===== src/common/tvp_pkg.sv =====
// package for the timer value and test page register slice
`default_nettype none

package tvp_pkg;

	// ------------------------------------------------------------
	// bus and address geometry
	// ------------------------------------------------------------
	localparam int ADDR_W = 6;
	localparam int DATA_W = 8;
	localparam int COUNT_W = 16;
	localparam int PORT_W = 7;
	localparam int TBUS_W = 8;
	localparam int CLKSRC_W = 3;

	// ------------------------------------------------------------
	// register offsets
	// ------------------------------------------------------------
	localparam logic [ADDR_W-1:0] OFS_PRELOAD_LOW = 6'h2d;
	localparam logic [ADDR_W-1:0] OFS_COUNT_HIGH = 6'h2e;
	localparam logic [ADDR_W-1:0] OFS_COUNT_LOW = 6'h2f;
	localparam logic [ADDR_W-1:0] OFS_BANK_SEL = 6'h30;
	localparam logic [ADDR_W-1:0] OFS_TEST_FIRST = 6'h31;
	localparam logic [ADDR_W-1:0] OFS_TEST_SECOND = 6'h32;

	// ------------------------------------------------------------
	// field positions and reset values
	// ------------------------------------------------------------
	localparam int BANK_OVR_BIT = 7;
	localparam int BANK_NUM_HI = 1;
	localparam int BANK_NUM_LO = 0;
	localparam int BANK_ADDR_HI = 5;
	localparam int BANK_ADDR_LO = 4;
	localparam int SMC_SRC_HI = 5;
	localparam int SMC_SRC_LO = 4;
	localparam int SMC_D1_BIT = 3;
	localparam int PBIT_HI = 2;
	localparam int PBIT_LO = 0;
	localparam int REORDER_BIT = 7;
	localparam int PRBS9_BIT = 6;
	localparam int PRBS15_BIT = 5;
	localparam int PBUS_HI = 4;
	localparam int PBUS_LO = 0;
	localparam logic [DATA_W-1:0] RST_PRELOAD_LOW = 8'h00;
	localparam logic [DATA_W-1:0] RST_BANK_SEL = 8'h00;
	localparam logic [DATA_W-1:0] RST_TEST_FIRST = 8'h00;
	localparam logic [DATA_W-1:0] RST_TEST_SECOND = 8'h00;
	localparam logic [DATA_W-1:0] READ_ZERO = 8'h00;

	// ------------------------------------------------------------
	// pseudo-random generators (x^9+x^5+1, x^15+x^14+1)
	// ------------------------------------------------------------
	localparam int P9_W = 9;
	localparam int P9_TAP = 4;
	localparam int P15_W = 15;
	localparam int P15_TAP = 13;
	localparam logic [P9_W-1:0] P9_SEED = 9'h1ff;
	localparam logic [P15_W-1:0] P15_SEED = 15'h7fff;

	// ------------------------------------------------------------
	// types
	// ------------------------------------------------------------
	typedef enum logic [1:0] {
		TVP_SRC_GROUND = 2'b00,
		TVP_SRC_OSC = 2'b01,
		TVP_SRC_UART = 2'b10,
		TVP_SRC_FIELD = 2'b11
	} tvp_clk_src_t;

	typedef enum logic [1:0] {
		TVP_PRBS_IDLE = 2'b00,
		TVP_PRBS_ARMED = 2'b01,
		TVP_PRBS_SEND = 2'b10
	} tvp_prbs_state_t;

	typedef struct packed {
		logic wr;
		logic rd;
		logic [ADDR_W-1:0] addr;
		logic [DATA_W-1:0] wdata;
	} tvp_bus_req_t;

	typedef struct packed {
		logic valid;
		logic [DATA_W-1:0] rdata;
	} tvp_bus_rsp_t;

endpackage

`default_nettype wire


===== src/hdl/tvp_pin_sync.sv =====
// three-stage input synchroniser with agreement filter for foreign clock levels
`default_nettype none

module tvp_pin_sync
(
	input wire logic sys_clk,
	input wire logic sys_rst,
	input wire logic [tvp_pkg::CLKSRC_W-1:0] pin_in,
	output logic [tvp_pkg::CLKSRC_W-1:0] pin_out
);
	import tvp_pkg::*;

	logic [CLKSRC_W-1:0] stage_a;
	logic [CLKSRC_W-1:0] stage_b;
	logic [CLKSRC_W-1:0] stage_c;

	// ------------------------------------------------------------
	// shift chain; stage_a is only read by stage_b
	// ------------------------------------------------------------
	always_ff @(posedge sys_clk)
	begin
		if (sys_rst)
		begin
			stage_a <= '0;
			stage_b <= '0;
			stage_c <= '0;
		end
		else
		begin
			stage_a <= pin_in;
			stage_b <= stage_a;
			stage_c <= stage_b;
		end
	end

	// ------------------------------------------------------------
	// a bit changes only once the last two stages agree
	// ------------------------------------------------------------
	always_ff @(posedge sys_clk)
	begin
		if (sys_rst)
			pin_out <= '0;
		else
			for (int i = 0; i < CLKSRC_W; i++)
				if (stage_b[i] == stage_c[i])
					pin_out[i] <= stage_c[i];
	end

endmodule // tvp_pin_sync

`default_nettype wire


===== src/hdl/tvp_regs.sv =====
// timer preload/count registers, bank selector and test configuration registers
//
// The address-and-strobe port was left to the implementer.
`default_nettype none

// Notes on behaviour
// - each timer start loads the 16-bit preload value built from both preload bytes into the count.
// - preload writes while the timer runs leave the running count alone until the next start.
// - the live count reads as two read-only bytes, upper at one address and lower at the next.
// - the live count has no defined value after reset and only means something after a start.
// - with the override bit set, the bank number supplies address bits five and four.
// - with the override bit clear, the whole address comes from the address latch.
// - the bank number in bits one and zero counts only while the override bit is set.
// - bank selector bits six to two are reserved, read zero, and the register resets to zero.
// - bits five and four pick the secure module clock: ground, oscillator, uart or field clock.
// - bit three drives the secure module clock onto data line one unless the parallel host is in use.
// - bits two to zero pick which test bus bit goes to the signal output pin.
// - the second test register holds reorder, two sequence enables and a five-bit bus choice.
// - a sequence enable arms its pseudo-random sequence, sent only after the transmit command.
// - with reorder set the test bus reaches the parallel port as D4 D3 D2 D6 D5 D0 D1.
module tvp_regs
(
	input wire logic sys_clk,
	input wire logic sys_rst,
	input wire tvp_pkg::tvp_bus_req_t bus_req,
	output tvp_pkg::tvp_bus_rsp_t bus_rsp,
	output logic [tvp_pkg::ADDR_W-1:0] effective_addr,
	input wire logic [tvp_pkg::DATA_W-1:0] timer_preload_upper,
	input wire logic timer_start,
	input wire logic timer_stop,
	input wire logic timer_tick,
	output logic timer_running,
	input wire logic [tvp_pkg::CLKSRC_W-1:0] clk_source_pins,
	input wire logic parallel_host_active,
	output logic secure_module_clk,
	output logic data_line_one_out,
	output logic data_line_one_oe,
	input wire logic [tvp_pkg::TBUS_W-1:0] test_bus,
	output logic signal_output_pin,
	output logic [tvp_pkg::PORT_W-1:0] probe_port,
	output logic [tvp_pkg::PBUS_HI:0] probe_bus_choice,
	input wire logic tx_send_cmd,
	input wire logic tx_bit_en,
	output logic prbs_active,
	output logic prbs_bit
);
	import tvp_pkg::*;

	// ------------------------------------------------------------
	// functions
	// ------------------------------------------------------------

	// address seen by the decoder, after the bank override
	function automatic logic [ADDR_W-1:0] map_addr(input logic [ADDR_W-1:0] latch,
		input logic ovr, input logic [1:0] bank);
		logic [ADDR_W-1:0] res;
		res = latch;
		if (ovr)
			res[BANK_ADDR_HI:BANK_ADDR_LO] = bank;
		return res;
	endfunction

	// alternate mapping of test bus bits 6..0 onto port lines
	function automatic logic [PORT_W-1:0] reorder(input logic [PORT_W-1:0] tb);
		logic [PORT_W-1:0] p;
		p = '0;
		p[4] = tb[6];
		p[3] = tb[5];
		p[2] = tb[4];
		p[6] = tb[3];
		p[5] = tb[2];
		p[0] = tb[1];
		p[1] = tb[0];
		return p;
	endfunction

	// ------------------------------------------------------------
	// register storage
	// ------------------------------------------------------------
	logic [DATA_W-1:0] timer_preload_lower;
	logic bank_override_enable;
	logic [1:0] bank_number;
	tvp_clk_src_t secure_module_clk_source;
	logic secure_clk_to_data_line_one;
	logic [PBIT_HI:0] probe_bit_choice;
	logic probe_bus_reorder;
	logic prbs9_enable;
	logic prbs15_enable;
	logic [COUNT_W-1:0] live_count;
	logic [COUNT_W-1:0] timer_preload_value;
	logic [ADDR_W-1:0] dec_addr;
	logic wr_hit;
	logic [CLKSRC_W-1:0] clk_source_sync;
	tvp_prbs_state_t prbs_state;
	tvp_prbs_state_t next_prbs_state;
	logic [P9_W-1:0] lfsr9;
	logic [P15_W-1:0] lfsr15;
	logic use_p9;
	logic [DATA_W-1:0] next_rdata;

	// ------------------------------------------------------------
	// address decode
	// ------------------------------------------------------------
	assign dec_addr = map_addr(bus_req.addr, bank_override_enable, bank_number);
	assign effective_addr = dec_addr;
	assign wr_hit = bus_req.wr;
	assign timer_preload_value = {timer_preload_upper, timer_preload_lower};

	// preload low byte
	always_ff @(posedge sys_clk)
	begin
		if (sys_rst)
			timer_preload_lower <= RST_PRELOAD_LOW;
		else if (wr_hit && dec_addr == OFS_PRELOAD_LOW)
			timer_preload_lower <= bus_req.wdata;
	end

	// bank selector: only the override bit and bank number are stored
	always_ff @(posedge sys_clk)
	begin
		if (sys_rst)
		begin
			bank_override_enable <= RST_BANK_SEL[BANK_OVR_BIT];
			bank_number <= RST_BANK_SEL[BANK_NUM_HI:BANK_NUM_LO];
		end
		else if (wr_hit && dec_addr == OFS_BANK_SEL)
		begin
			bank_override_enable <= bus_req.wdata[BANK_OVR_BIT];
			bank_number <= bus_req.wdata[BANK_NUM_HI:BANK_NUM_LO];
		end
	end

	// first test register; bits 7:6 have no storage
	always_ff @(posedge sys_clk)
	begin
		if (sys_rst)
		begin
			secure_module_clk_source <= tvp_clk_src_t'(RST_TEST_FIRST[SMC_SRC_HI:SMC_SRC_LO]);
			secure_clk_to_data_line_one <= RST_TEST_FIRST[SMC_D1_BIT];
			probe_bit_choice <= RST_TEST_FIRST[PBIT_HI:PBIT_LO];
		end
		else if (wr_hit && dec_addr == OFS_TEST_FIRST)
		begin
			secure_module_clk_source <= tvp_clk_src_t'(bus_req.wdata[SMC_SRC_HI:SMC_SRC_LO]);
			secure_clk_to_data_line_one <= bus_req.wdata[SMC_D1_BIT];
			probe_bit_choice <= bus_req.wdata[PBIT_HI:PBIT_LO];
		end
	end

	// second test register
	always_ff @(posedge sys_clk)
	begin
		if (sys_rst)
		begin
			probe_bus_reorder <= RST_TEST_SECOND[REORDER_BIT];
			prbs9_enable <= RST_TEST_SECOND[PRBS9_BIT];
			prbs15_enable <= RST_TEST_SECOND[PRBS15_BIT];
			probe_bus_choice <= RST_TEST_SECOND[PBUS_HI:PBUS_LO];
		end
		else if (wr_hit && dec_addr == OFS_TEST_SECOND)
		begin
			probe_bus_reorder <= bus_req.wdata[REORDER_BIT];
			prbs9_enable <= bus_req.wdata[PRBS9_BIT];
			prbs15_enable <= bus_req.wdata[PRBS15_BIT];
			probe_bus_choice <= bus_req.wdata[PBUS_HI:PBUS_LO];
		end
	end

	// ------------------------------------------------------------
	// timer count
	// ------------------------------------------------------------

	// run flag; start wins over stop in the same cycle
	always_ff @(posedge sys_clk)
	begin
		if (sys_rst)
			timer_running <= 1'b0;
		else if (timer_start)
			timer_running <= 1'b1;
		else if (timer_stop || (timer_tick && live_count == '0))
			timer_running <= 1'b0;
	end

	// the count has no reset on purpose: it is undefined until the first start
	// bus writes never reach it, so a stray write to its bytes is harmless
	always_ff @(posedge sys_clk)
	begin
		if (timer_start)
			live_count <= timer_preload_value;
		else if (timer_running && timer_tick && live_count != '0)
			live_count <= live_count - COUNT_W'(1);
	end

	// ------------------------------------------------------------
	// secure module clock
	// ------------------------------------------------------------

	// the sources come from foreign clocks; a 125 MHz sample is only a level copy
	tvp_pin_sync u_clk_sync
	(
		.sys_clk(sys_clk),
		.sys_rst(sys_rst),
		.pin_in(clk_source_pins),
		.pin_out(clk_source_sync)
	);

	// source selection
	always_ff @(posedge sys_clk)
	begin
		if (sys_rst)
			secure_module_clk <= 1'b0;
		else
		begin
			case (secure_module_clk_source)
				TVP_SRC_GROUND: secure_module_clk <= 1'b0;
				TVP_SRC_OSC: secure_module_clk <= clk_source_sync[0];
				TVP_SRC_UART: secure_module_clk <= clk_source_sync[1];
				TVP_SRC_FIELD: secure_module_clk <= clk_source_sync[2];
				default: secure_module_clk <= 1'b0;
			endcase
		end
	end

	// data line one only carries the clock while the parallel host is idle,
	// otherwise the host owns that pin and a second driver would fight it
	assign data_line_one_oe = secure_clk_to_data_line_one && !parallel_host_active;
	assign data_line_one_out = secure_module_clk;

	// ------------------------------------------------------------
	// test bus routing
	// ------------------------------------------------------------
	always_ff @(posedge sys_clk)
	begin
		if (sys_rst)
		begin
			signal_output_pin <= 1'b0;
			probe_port <= '0;
		end
		else
		begin
			signal_output_pin <= test_bus[probe_bit_choice];
			if (probe_bus_reorder)
				probe_port <= reorder(test_bus[PORT_W-1:0]);
			else
				probe_port <= test_bus[PORT_W-1:0];
		end
	end

	// ------------------------------------------------------------
	// pseudo-random sequence
	// ------------------------------------------------------------

	// the nine-bit sequence wins when both enables are set
	assign use_p9 = prbs9_enable;

	// idle -> armed on enable, armed -> send on the transmit command
	always_comb
	begin
		next_prbs_state = prbs_state;
		case (prbs_state)
			TVP_PRBS_IDLE:
				if (prbs9_enable || prbs15_enable)
					next_prbs_state = TVP_PRBS_ARMED;
			TVP_PRBS_ARMED:
				if (!(prbs9_enable || prbs15_enable))
					next_prbs_state = TVP_PRBS_IDLE;
				else if (tx_send_cmd)
					next_prbs_state = TVP_PRBS_SEND;
			TVP_PRBS_SEND:
				if (!(prbs9_enable || prbs15_enable))
					next_prbs_state = TVP_PRBS_IDLE;
			default:
				next_prbs_state = TVP_PRBS_IDLE;
		endcase
	end

	// state register
	always_ff @(posedge sys_clk)
	begin
		if (sys_rst)
			prbs_state <= TVP_PRBS_IDLE;
		else
			prbs_state <= next_prbs_state;
	end

	// generators reseed whenever not sending so each run starts the same
	always_ff @(posedge sys_clk)
	begin
		if (sys_rst || prbs_state != TVP_PRBS_SEND)
		begin
			lfsr9 <= P9_SEED;
			lfsr15 <= P15_SEED;
		end
		else if (tx_bit_en)
		begin
			lfsr9 <= {lfsr9[P9_W-2:0], lfsr9[P9_W-1] ^ lfsr9[P9_TAP]};
			lfsr15 <= {lfsr15[P15_W-2:0], lfsr15[P15_W-1] ^ lfsr15[P15_TAP]};
		end
	end

	// sequence output
	always_ff @(posedge sys_clk)
	begin
		if (sys_rst)
		begin
			prbs_active <= 1'b0;
			prbs_bit <= 1'b0;
		end
		else
		begin
			prbs_active <= (prbs_state == TVP_PRBS_SEND);
			prbs_bit <= use_p9 ? lfsr9[P9_W-1] : lfsr15[P15_W-1];
		end
	end

	// ------------------------------------------------------------
	// read path
	// ------------------------------------------------------------

	// unmapped and reserved positions read as zero
	always_comb
	begin
		next_rdata = READ_ZERO;
		case (dec_addr)
			OFS_PRELOAD_LOW: next_rdata = timer_preload_lower;
			OFS_COUNT_HIGH: next_rdata = live_count[COUNT_W-1:DATA_W];
			OFS_COUNT_LOW: next_rdata = live_count[DATA_W-1:0];
			OFS_BANK_SEL:
			begin
				next_rdata[BANK_OVR_BIT] = bank_override_enable;
				next_rdata[BANK_NUM_HI:BANK_NUM_LO] = bank_number;
			end
			OFS_TEST_FIRST:
			begin
				next_rdata[SMC_SRC_HI:SMC_SRC_LO] = secure_module_clk_source;
				next_rdata[SMC_D1_BIT] = secure_clk_to_data_line_one;
				next_rdata[PBIT_HI:PBIT_LO] = probe_bit_choice;
			end
			OFS_TEST_SECOND:
			begin
				next_rdata[REORDER_BIT] = probe_bus_reorder;
				next_rdata[PRBS9_BIT] = prbs9_enable;
				next_rdata[PRBS15_BIT] = prbs15_enable;
				next_rdata[PBUS_HI:PBUS_LO] = probe_bus_choice;
			end
			default: next_rdata = READ_ZERO;
		endcase
	end

	// read data stands for exactly the cycle after the strobe
	always_ff @(posedge sys_clk)
	begin
		if (sys_rst)
		begin
			bus_rsp.valid <= 1'b0;
			bus_rsp.rdata <= READ_ZERO;
		end
		else
		begin
			bus_rsp.valid <= bus_req.rd;
			bus_rsp.rdata <= bus_req.rd ? next_rdata : READ_ZERO;
		end
	end

endmodule // tvp_regs

`default_nettype wire


===== config.mk =====
export PLATFORM = sky130hd
export DESIGN_NAME = tvp_regs
export DESIGN_NICKNAME = d
export VERILOG_FILES = /design/src/common/tvp_pkg.sv /design/src/hdl/tvp_pin_sync.sv /design/src/hdl/tvp_regs.sv
export SDC_FILE = /design/constraint.sdc
export NUM_CORES = 1
export LEC_CHECK = 0
export BUFFER_PORTS_ARGS = -buffer_cell sky130_fd_sc_hd__buf_2
export CORE_AREA = 5 5 102 104
export CTS_CLUSTER_SIZE = 8
export DETAILED_ROUTE_END_ITERATION = 6
export DIE_AREA = 0 0 107 109
export PLACE_DENSITY = 0.74
export SLEW_MARGIN = 20
export SYNTH_ARGS = -nofsm -noshare
export SYNTH_HDL_FRONTEND = slang
export SYNTH_SLANG_ARGS = --single-unit

===== constraint.sdc =====
create_clock -name sys_clk -period 2.1 [get_ports sys_clk]
set_clock_uncertainty 0.2 [all_clocks]
set_input_delay 0.105 -clock sys_clk [delete_from_list [all_inputs] [get_ports sys_clk]]
set_output_delay 0.105 -clock sys_clk [all_outputs]
set_load 0.01 [all_outputs]

; Yosys cells after proc, flatten, opt, wreduce, memory -nomap -nowiden
; Cells that the tools add are included.
[totals]
out_inout_bits = 34
input_bits = 43
regBits = 100
[op_classes]
n_addsub = 1
bitwise_logic = 3
muxes = 19
n_reduce_logical = 20
n_lt_le_gt_ge = 1
eq_ne = 18
[op_table]
columns = op, count
row1 = 6-bit equality test (second input constant), 6
row2 = 16-bit 2-to-1 mux, 2
row3 = 4-bit one-hot mux with 5 select lines, 1
row4 = 16-bit logical NOT, 1
row5 = 16-bit nonzero test, 1
row6 = 16-bit by 1-bit subtractor with 16-bit output (second input constant), 1
row7 = 2-bit one-hot mux with 6 select lines, 1
row8 = 2-bit 2-to-1 mux, 5
row9 = 1-bit logical AND, 8
row10 = 1-bit one-hot mux with 4 select lines, 2
row11 = 7-bit 2-to-1 mux, 1
row12 = 2-bit equality test (second input constant), 3
row13 = 2-bit != test (second input constant), 3
row14 = 2-bit one-hot mux with 3 select lines, 1
row15 = 1-bit one-hot mux with 5 select lines, 1
row16 = 2-bit by 1-bit equality test with 1-bit output (second input constant), 2
row17 = 2-bit logical NOT, 2
row18 = 3-bit by 4-bit less-than comparator with 1-bit output (second input constant), 1
row19 = 1-bit 2-to-1 mux, 4
row20 = 2-bit nonzero test, 2
row21 = 1-bit binary-select mux with 3-bit select, 1
row22 = 1-bit equality test, 3
row23 = 1-bit logical OR, 3
row24 = 3-bit != test (second input constant), 1
row25 = 5 further kinds, 6

; Depth between registers and ports, before layout
; Gate-level depths: netlist (run 1).
[depth]
depth_word = 5
depth_mapped = 7

; Cells and area by module
; A second synthesis (run 1) with hierarchy kept.
[unflattened]
cells_unflattened = 420
area_unflattened_um2 = 4359.2
[modules_own_cells]
columns = mod, instances, cells_per_inst, seq_area_each_um2, area_per_inst_um2
row1 = tvp_regs, 1, 389, 1921.8, 3971.3
row2 = tvp_pin_sync, 1, 31, 240.2, 387.9

; Worst setup path before layout (run 1)
; Ideal clock, no wire load.
[synth_timing]
kind = register -> register
from = register live_count[0]
to = register live_count[14], data pin
path_stages_with_launch = 7
required_ps = 1632
n_path_buf = 0
period_less_slack_ps = 2219
setup_ps = 268
arrival_ps = 1751
setup_slack_ps = -119
cell_sequence = edfxtp_1 -> inv_1 -> ha_1 -> or4b_2 -> nor4_1 -> xnor2_1 -> o21ai_0
[synth_via]
elab_chain_cells = 3
[synth_rtl]
columns = item, line
row1 = start: declaration, tvp_regs.sv:89  ; logic [COUNT_W-1:0] live_count;
row2 = start signal: assignment, tvp_regs.sv:189  ; live_count <= timer_preload_value;
row3 = start signal: assignment, tvp_regs.sv:191  ; live_count <= live_count - COUNT_W'(1);
row4 = 16-bit by 1-bit subtractor with 16-bit output, tvp_regs.sv:191
row5 = 16-bit 2-to-1 mux, tvp_regs.sv:190  ; else if (timer_running && timer_tick && live_count != '0)
row6 = 16-bit 2-to-1 mux, tvp_regs.sv:188  ; if (timer_start)
; Every way passes these cells. The select of a mux whose other input is x is not followed.
; A chain may end at the register's enable or synchronous reset.

; Worst setup path after layout (run 1)
[layout_timing]
from = register live_count[11]
to = register live_count[2] (enable)
[layout_via]
elab_chain_cells = 3
[layout_rtl]
columns = item, line
row1 = 16-bit nonzero test, tvp_regs.sv:190
row2 = 1-bit logical AND, tvp_regs.sv:190
row3 = 2-bit nonzero test (no line), -
; Every way passes these cells.

==> flow_summary.json, run 1 <==
{
  "switching_power_mw": 1.003,
  "vias": 3803,
  "path_max_fanout": 8,
  "fillCellCount": 765,
  "min_path_type": "input pin to flop",
  "setup_tns_ns": -1.400,
  "max_freq_mhz": 457.0,
  "synth_most_common_cell": "dfxtp_1",
  "p_per_area_nw_per_um2": 671.9,
  "grt_max_degree": 37,
  "grt_pass1_wl_microns": 17280,
  "ios": 77,
  "cts_max_level": 3,
  "cts.sinks": 100,
  "synth_edf_count": 16,
  "syn-instance-count": 447,
  "leakagePower_nw": 2.300,
  "synth_commonest_cells": "dfxtp_1 (84), nand2_1 (61), mux2i_1 (47), nor2_1 (33), a21oi_1 (27)",
  "drive_above_1_share_pct": 26.68,
  "crit_chain": "or4_4 -> nor3_4 -> nand4_1 -> a31o_4",
  "worstPathArrival_ns": 2.12,
  "gr-total-overflow": 0,
  "async_reset_ff_share_pct": 0,
  "yosys_most_used_dff": "dfxtp_1",
  "ys_warn_count": 0,
  "viasPerCell": 5.464,
  "dp_slack_ns": -0.1674,
  "cts_made_buffers": 9,
  "yosysTopAreaCellShare_pct": 38.80,
  "root_buffer": "clkbuf_8",
  "internal-power_mw": 2.826,
  "switching_share_pct": 26.20,
  "place_area_sq_um": 4959,
  "slew_violations": 0,
  "slew_headroom_pct": 55.67,
  "finalInstanceArea_sq_um": 5699,
  "synthTopCellsByArea": "dfxtp_1 (39%), edfxtp_1 (11%), mux2i_1 (11%)",
  "dp_hpwl_microns": 7581,
  "synth.avg_cell_area_sq_um": 9.696,
  "clkTransAtPathRegs_ns": 0.11,
  "antenna_found_initial": 0,
  "vdd_drop_max_mv": 0.3943,
  "synth_sequential_area_ratio_pct": 49.88,
  "max_stage_delay_ns": 0.58,
  "synth_top_area_cell": "dfxtp_1",
  "slowest_stage": "or4_4",
  "crit_required_ns": 2.03,
  "die-area_sq_um": 11660,
  "cts_buffer_depth": 2,
  "syn_to_final_growth_pct": 31.50,
  "first_pass_iters": 5,
  "clkLatencyLatePin_ns": 0.37,
  "crit_type": "flop to flop",
  "drv_cap": 0,
  "row_count": 36,
  "tightestPinTransition_ns": 0.6650,
  "drc_errors": 0,
  "cts_tree": "done",
  "drt_iter0_markers": 308,
  "routed_wl_microns": 11230,
  "dieHeight_microns": 109,
  "syn-cell-area_sq_um": 4334,
  "ys_ff_latch": 100,
  "start_kind": "flop",
  "initial_core_util_pct": 45.82,
  "failed_checks": "setup timing",
  "combinationalPowerShare_pct": 13.3,
  "setup_violations": 18,
  "p_clk_share_pct": 33.3,
  "finalHoldViolCount": 0,
  "die_width_microns": 107,
  "finalCritPeriodShare_pct": 104.2,
  "post_drt_wl_per_cell_microns": 16.14,
  "grt_setup_unrepaired": "yes",
  "ant_nets": 0,
  "seqPwrFrac_pct": 53.4,
  "port_buffers": 76,
  "finalPower_mw": 3.829,
  "final_nets": 620,
  "synth_cell_types": 48,
  "syn-num-nets": 491,
  "timing.final.ws_setup_ns": -0.08814,
  "grt_pass1_vias": 3640,
  "multiInputGateArea_sq_um": 2135,
  "core_sq_um": 9459,
  "grt_usage_pct": 18.75,
  "register_area_sq_um": 2162,
  "place_congestion": 0.8613,
  "period_needed_ns": 2.188,
  "status": "finished with violations",
  "crit_path_end_kind": "flop"
}
[per-layer routing]
layer | up-vias | routed length [microns] | global-route usage (%)
met5 | - | 0 | 0
met4 | 0 | 278 | 8.584
met3 | 24 | 764 | 3.020
met2 | 148 | 5420 | 31.56
met1 | 1791 | 4770 | 23.75
li1 | 1840 | - | -
[layout by cell type (no fill, tap or decap), types with 2 or more instances in the layout]
cell type / count
dfxtp_1: 84
buf_2: 76
nand2_1: 61
mux2i_1: 47
dlygate4sd3_1: 38
nor2_1: 33
buf_4: 31
a21oi_1: 27
nand3_1: 18
o21ai_0: 17
edfxtp_1: 16
nor2b_1: 12
inv_1: 10
xnor2_1: 10
clkbuf_8: 9
mux2_2: 8
a22o_1: 6
a32oi_1: 6
a22oi_1: 5
nand4_1: 4
or4_4: 3
nor4_1: 3
xor2_1: 3
nor3_4: 3
nand2b_1: 3
nor4_4: 2
o21ai_1: 2
nor3_1: 2
nor3b_1: 2
nor4_2: 2
a31o_4: 2
nand3b_1: 2
o2bb2ai_1: 2
and3b_1: 2
mux4_2: 2
inv_8: 2
buf_6: 2
[cells by family (layout without fill, tap and decap cells)]
family	Yosys count	in the layout	share of synthesized area (%)
buf+inv	40	173	3.926
other cells	0	1	0
flops	100	100	49.88
compound gates	74	75	11.14
fa+ha+maj	1	1	0.2886
mux	57	57	13.97
simple gates	161	161	17.96
xor+xnor	14	14	2.829
[sequential cells by signal, indices dropped and copies added, names as in the netlist, 5 cells and up]
register	count
live_count	16
lfsr15	15
bus_rsp	9
lfsr9	9
timer_preload_lower	8
probe_port	7
probe_bus_choice	5
[what timing repair did]
item / CTS / global route
resized for setup: 6 / 15
buffers inserted: 2 / 3
pin swaps: 0 / 3
setup endpoints to repair: 20 / 22
hold buffers: 38 / 0
gates cloned: 0 / 1
endpoints found under the hold margin: 60 / 0
[power groups by stage]
stage          clock network [mW]  registers [mW]  logic, mW
3_5_place_dp                    0            2.08      0.402
6_report                     1.28            2.05      0.507
3_3_place_gp                    0            2.08      0.393
4_1_cts                      1.30            2.04      0.471
2_1_floorplan                   0            2.09      0.215
5_1_grt                      1.38            2.05      0.545
[final cells by class]
class / count / area share (%)
Clock inverter: 7 / 1.405
Clock buffer: 9 / 2.173
Timing Repair Buffer: 147 / 17.83
Sequential cell: 100 / 37.94
Antenna cell: 1 / 0.04391
Inverter: 10 / 0.6586
Multi-Input combinational cell: 308 / 37.45
Tap cell: 114 / 2.503
[final timing paths]
check	startpoint	to	slack, ns	cells after the start
setup reg to reg	live_count[11]$_DFFE_PP_	live_count[2]$_DFFE_PP_	-0.09	4
setup / recovery	live_count[11]$_DFFE_PP_	live_count[2]$_DFFE_PP_	-0.09	4
hold reg to reg	u_clk_sync.stage_a[1]$_SDFF_PP0_	u_clk_sync.stage_b[1]$_SDFF_PP0_	0.25	1
hold / removal	test_bus[7]	signal_output_pin$_SDFF_PP0_	0.04	4
[worst max-delay path, delay by kind of cell (launching register included)]
kind	cells	cell delay, ns
AND/OR/NAND/NOR	3	0.95
AO/OA/AOI/OAI	1	0.37
flip-flops	1	0.42
[metrics by stage]
step	util, %	hold WS, ns	cells
final	60.25	0.04450	696
after global routing	60.22	0.06963	695
after detailed placement	52.42	0.1200	635
after floorplan	-	0.004051	447
after global placement	52.42	0.1142	635
after CTS	59.09	0.04161	691
No activity file was read; power rests on OpenSTA's default activity.
==> run 2, diff against run 1 <==
Settings changed: BUFFER_PORTS_ARGS -buffer_cell sky130_fd_sc_hd__buf_2 to -buffer_cell sky130_fd_sc_hd__clkbuf_2, CTS_BUF_LIST from default to sky130_fd_sc_hd__clkbuf_16.
==> run 2 against run 1 <==
Against the previous run:
- sequential share of layout area decreased by 0.36 points
- largest cell class unchanged
- worst setup slack improved by 0.028 ns
- highest routed layer unchanged
- global-route usage increased by 1.8 points
- utilization increased by 0.58 points
- clock power increased by 24%
- the flow still finishes with violations (setup timing)
- sequential power about the same
==> flow_summary.json, run 2 (synthesis results as in run 1) <==
{
  "crit_type": "flop to flop",
  "grt_usage_pct": 20.52,
  "core_sq_um": 9459,
  "timing.final.ws_setup_ns": -0.06061,
  "dp_hpwl_microns": 7669,
  "syn_to_final_growth_pct": 32.77,
  "dp_slack_ns": -0.1445,
  "start_kind": "flop",
  "finalHoldViolCount": 0,
  "drive_above_1_share_pct": 27.59,
  "cts.sinks": 100,
  "die_width_microns": 107,
  "crit_required_ns": 1.99,
  "ant_nets": 0,
  "slew_violations": 0,
  "die-area_sq_um": 11660,
  "largest_reg_flops": 16,
  "dieHeight_microns": 109,
  "vias": 3851,
  "drc_errors": 0,
  "cts_tree": "done",
  "leakagePower_nw": 2.310,
  "grt_setup_unrepaired": "yes",
  "cts_made_buffers": 9,
  "grt_max_degree": 36,
  "cts_max_level": 3,
  "place_area_sq_um": 4981,
  "grt_pass1_wl_microns": 18740,
  "ios": 77,
  "status": "finished with violations",
  "antenna_found_initial": 0,
  "tightestPinTransition_ns": 0.7355,
  "routed_wl_microns": 11640,
  "path_max_fanout": 8,
  "setup_tns_ns": -0.7869,
  "period_needed_ns": 2.161,
  "first_pass_iters": 5,
  "finalInstanceArea_sq_um": 5754,
  "max_freq_mhz": 462.8,
  "clkTransAtPathRegs_ns": 0.07,
  "worst_hold_slack_ns": 0.03636,
  "worstPathArrival_ns": 2.05,
  "cts_buffer_depth": 2,
  "vdd_drop_max_mv": 0.3682,
  "p_per_area_nw_per_um2": 720.9,
  "finalPower_mw": 4.148,
  "clkLatencyLatePin_ns": 0.34,
  "slew_headroom_pct": 50.97,
  "crit_path_end_kind": "flop",
  "row_count": 36,
  "failed_checks": "setup timing",
  "drt_iter0_markers": 303,
  "root_buffer": "clkbuf_16",
  "reg.largest.list": "live_count (16), lfsr15 (15)",
  "final_nets": 619,
  "setup_violations": 17,
  "port_buffers": 76,
  "gr-total-overflow": 0,
  "post_drt_wl_per_cell_microns": 16.75,
  "layout_commonest_cell": "dfxtp_1",
  "min_path_type": "input pin to flop",
  "initial_core_util_pct": 45.82,
  "grt_pass1_vias": 3823,
  "finalCritPeriodShare_pct": 102.9,
  "viasPerCell": 5.541,
  "drv_cap": 0,
  "layout_common_cells": "dfxtp_1 (84), clkbuf_2 (76), nand2_1 (61)",
  "regMostFlops": "live_count",
  "place_congestion": 0.8753
}
## run 2: cell types whose count changed in the layout (fill, tap and decap cells not counted), sizes merged
cell	before	now
bufinv	1	0
dlygate4sd3	38	33
clkbuf	9	85
clkinv	1	2
buf	109	37
inv	14	15
clkinvlp	1	0
## run 2: through the flow
step / utilization [%] / std cells
6_report: 60.83 / 695
5_1_grt: 60.81 / 694
4_1_cts: 60.20 / 692
3_5_place_dp: 52.66 / 638
3_3_place_gp: 52.66 / 638
2_1_floorplan: - / 447
## run 2: per-layer routing
layer	share of wire, %	up-vias	track usage [%]	wire [microns]
met5	0	-	0	0
met4	4.8	0	11.14	556
met3	6.0	46	4.085	703
met2	49	165	34.13	5653
met1	41	1805	25.15	4725
li1	-	1835	-	-
## run 2: critical path, cell delays in order, from the launching register on
cell and delay [ns]:
edfxtp_1 0.39, or4_4 0.57, nor3_4 0.15, nand4_1 0.23, a31o_4 0.36
## run 2: worst paths after layout
check / to / depth (start not counted) / from / slack, ns
worst max-delay path: live_count[12]$_DFFE_PP_ / 4 / live_count[10]$_DFFE_PP_ / -0.06
worst min-delay path: probe_port[4]$_SDFF_PP0_ / 3 / sys_rst / 0.04
worst max register to register: live_count[12]$_DFFE_PP_ / 4 / live_count[10]$_DFFE_PP_ / -0.06
worst min register to register: u_clk_sync.stage_b[1]$_SDFF_PP0_ / 1 / u_clk_sync.stage_a[1]$_SDFF_PP0_ / 0.24
## run 2: area by class of cell
| class | count | area (sq um) |
|---|---|---|
| Fill cell | 769 | 3705 |
| Sequential cell | 100 | 2162 |
| Multi-Input combinational cell | 308 | 2133 |
| Timing Repair Buffer | 146 | 996.0 |
| Clock buffer | 9 | 225.2 |
| Tap cell | 114 | 142.6 |
| Clock inverter | 7 | 55.05 |
| Inverter | 10 | 37.54 |
| Antenna cell | 1 | 2.502 |
## run 2: power by group
group	total, mW	internal (mW)	switching [mW]
Clock	1.59	0.824	0.765
Sequential	2.05	2.01	0.0404
Combinational	0.513	0.253	0.259
Total	4.15	3.08	1.07
## run 2: what timing repair did
| item | 4_1_cts | 5_1_grt |
|---|---|---|
| resized for setup | 11 | 10 |
| pin swaps | 3 | 6 |
| setup endpoints to repair | 21 | 25 |
| setup buffers | 4 | 2 |
| endpoints found under the hold margin | 49 | 0 |
| hold buffers | 33 | 0 |
| gates cloned | 1 | 0 |
==> run 3, diff against run 2 <==
Settings changed: SYNTH_HIERARCHICAL from default to 1.
==> run 3 against run 2 <==
Against the previous run:
- the run still ends with setup timing left
- combinational power fell by 11%
- clock-buffer cell count did not move
- critical path type unchanged
- total power rose by 1.1%
==> flow_summary.json, run 3 <==
{
  "instances_no_fill": 667,
  "die_width_microns": 107,
  "ant_nets": 0,
  "worstPathArrival_ns": 2.00,
  "vias": 3494,
  "grt_pass1_vias": 3428,
  "syn_to_final_growth_pct": 30.77,
  "clkTransAtPathRegs_ns": 0.07,
  "layout_common_cells": "dfxtp_1 (84), clkbuf_2 (76), mux2i_1 (64)",
  "finalCritPeriodShare_pct": 100.5,
  "synth_cell_types": 56,
  "grt_setup_unrepaired": "yes",
  "regMostFlops": "live_count",
  "min_path_type": "input pin to flop",
  "final_nets": 592,
  "failed_checks": "setup timing",
  "ios": 77,
  "syn-cell-area_sq_um": 4359,
  "holdCritStartpoint": "test_bus[7]",
  "die-area_sq_um": 11660,
  "final_util_pct": 60.26,
  "cts_made_buffers": 9,
  "grt_max_degree": 36,
  "drc_errors": 0,
  "max_freq_mhz": 473.9,
  "gr-total-overflow": 0,
  "cts_buffer_depth": 2,
  "initial_core_util_pct": 46.08,
  "routed_wl_microns": 10280,
  "dieHeight_microns": 109,
  "port_buffers": 76,
  "synth_top_area_cell": "dfxtp_1",
  "synth_commonest_cells": "dfxtp_1 (84), mux2i_1 (64), nand2_1 (49), nor2_1 (48), edfxtp_1 (16)",
  "row_count": 36,
  "finalHoldViolCount": 0,
  "drv_cap": 0,
  "reg.largest.list": "live_count (16), lfsr15 (15)",
  "ys_warn_count": 6,
  "synth_edf_count": 16,
  "start_kind": "flop",
  "place_congestion": 0.8853,
  "clkLatencyLatePin_ns": 0.34,
  "p_per_area_nw_per_um2": 735.4,
  "synth.avg_cell_area_sq_um": 10.38,
  "slew_headroom_pct": 50.43,
  "finalPower_mw": 4.192,
  "grt_pass1_wl_microns": 16790,
  "synthTopCellsByArea": "dfxtp_1 (39%), mux2i_1 (15%), edfxtp_1 (11%)",
  "tightestPinTransition_ns": 0.7435,
  "timing.rr.start": "live_count[11]$_DFFE_PP_",
  "crit_type": "flop to flop",
  "syn-instance-count": 420,
  "path_max_fanout": 8,
  "cts_tree": "done",
  "timing.final.ws_setup_ns": -0.01034,
  "dp_hpwl_microns": 7331,
  "leakagePower_nw": 2.531,
  "yosys_most_used_dff": "dfxtp_1",
  "largest_reg_flops": 16,
  "setup_violations": 16,
  "worst_hold_slack_ns": 0.04483,
  "antenna_cells": 0,
  "post_drt_wl_per_cell_microns": 15.41,
  "cts_max_level": 3,
  "core_sq_um": 9459,
  "layout_commonest_cell": "dfxtp_1",
  "drt_iter0_markers": 174,
  "syn-num-nets": 464,
  "grt_usage_pct": 18.36,
  "crit_path_end_kind": "flop",
  "cts.sinks": 100,
  "antenna_found_initial": 0,
  "synth_sequential_area_ratio_pct": 49.60,
  "fillCellCount": 772,
  "setup_tns_ns": -0.09229,
  "async_reset_ff_share_pct": 0,
  "crit_required_ns": 1.99,
  "place_inst": 613,
  "startpoint": "live_count[11]$_DFFE_PP_",
  "root_buffer": "clkbuf_16",
  "status": "finished with violations",
  "synth_most_common_cell": "dfxtp_1",
  "viasPerCell": 5.238,
  "period_needed_ns": 2.110,
  "first_pass_iters": 4,
  "slew_violations": 0,
  "yosysTopAreaCellShare_pct": 38.58,
  "vdd_drop_max_mv": 0.4089,
  "ys_ff_latch": 100,
  "drive_above_1_share_pct": 29.11
}
-- run 3: path summary, 6_finish.rpt --
kind                            slack [ns]  depth (start not counted)                            to
worst max-delay path                 -0.01                          4       live_count[2]$_DFFE_PP_
worst min-delay path                  0.04                          4  signal_output_pin$_SDFF_PP0_
worst max register to register       -0.01                          4       live_count[2]$_DFFE_PP_
worst min register to register        0.24                          1    prbs_state[0]$_SDFFE_PP0P_
-- run 3: cell families (layout without fill, tap and decap cells) --
kind of cell	Yosys count	count (layout)	share of synthesized area, %
DFF	100	100	49.60
AOI/OAI and AO/OA	56	57	8.812
and+or+nand+nor	140	140	16.76
buffers and inverters	35	167	3.875
adders and majority gates	1	1	0.2870
muxes	75	75	18.05
xor gates and xnor gates	13	13	2.612
-- run 3: metrics by stage --
stage	instance area [sq um]	worst slack [ns]
final	5700	-0.01034
after global routing	5700	-0.08734
after CTS	5658	-0.002653
after detailed placement	4990	-0.04075
after global placement	4990	0.01954
after floorplan	4388	-0.05452
-- run 3: layout make-up --
cell class | instances | area [sq um] | share of cell area [%]
inverters | 10 | 37.54 | 0.6585
clock inverters | 7 | 78.83 | 1.383
repair buffers | 141 | 950.9 | 16.68
multi-input cells | 286 | 2103 | 36.90
clock buffers | 9 | 225.2 | 3.951
flip-flops and latches | 100 | 2162 | 37.93
well taps | 114 | 142.6 | 2.502
-- run 3: routing by layer --
metal / vias to the layer above / wire [microns] / track usage [%]
met5: - / 0 / 0
met1: 1637 / 4559 / 23.79
met4: 0 / 238 / 7.763
li1: 1734 / - / -
met3: 21 / 582 / 3.316
met2: 102 / 4898 / 30.31
-- run 3: worst max-delay path, cell delays in order (launching register included) --
cell and delay [ns]:
edfxtp_1 0.44, nor4_4 0.34, nand3b_1 0.17, or3_4 0.42, a31o_4 0.29
-- run 3: timing repair --
item | 4_1_cts | 5_1_grt
cloned | 1 | 0
endpoints found under the setup margin | 16 | 18
pin swaps | 3 | 4
resized for setup | 2 | 3
endpoints found under the hold margin | 51 | 0
hold buffers | 33 | 0
setup buffers | 1 | 3
-- run 3: power by group --
part           total (mW)  switching, mW  leakage, nW  internal [mW]
registers            2.05         0.0446        0.846           2.01
logic               0.455          0.222         1.53          0.234
clock network        1.69          0.745        0.151          0.941
total                4.19           1.01         2.53           3.18
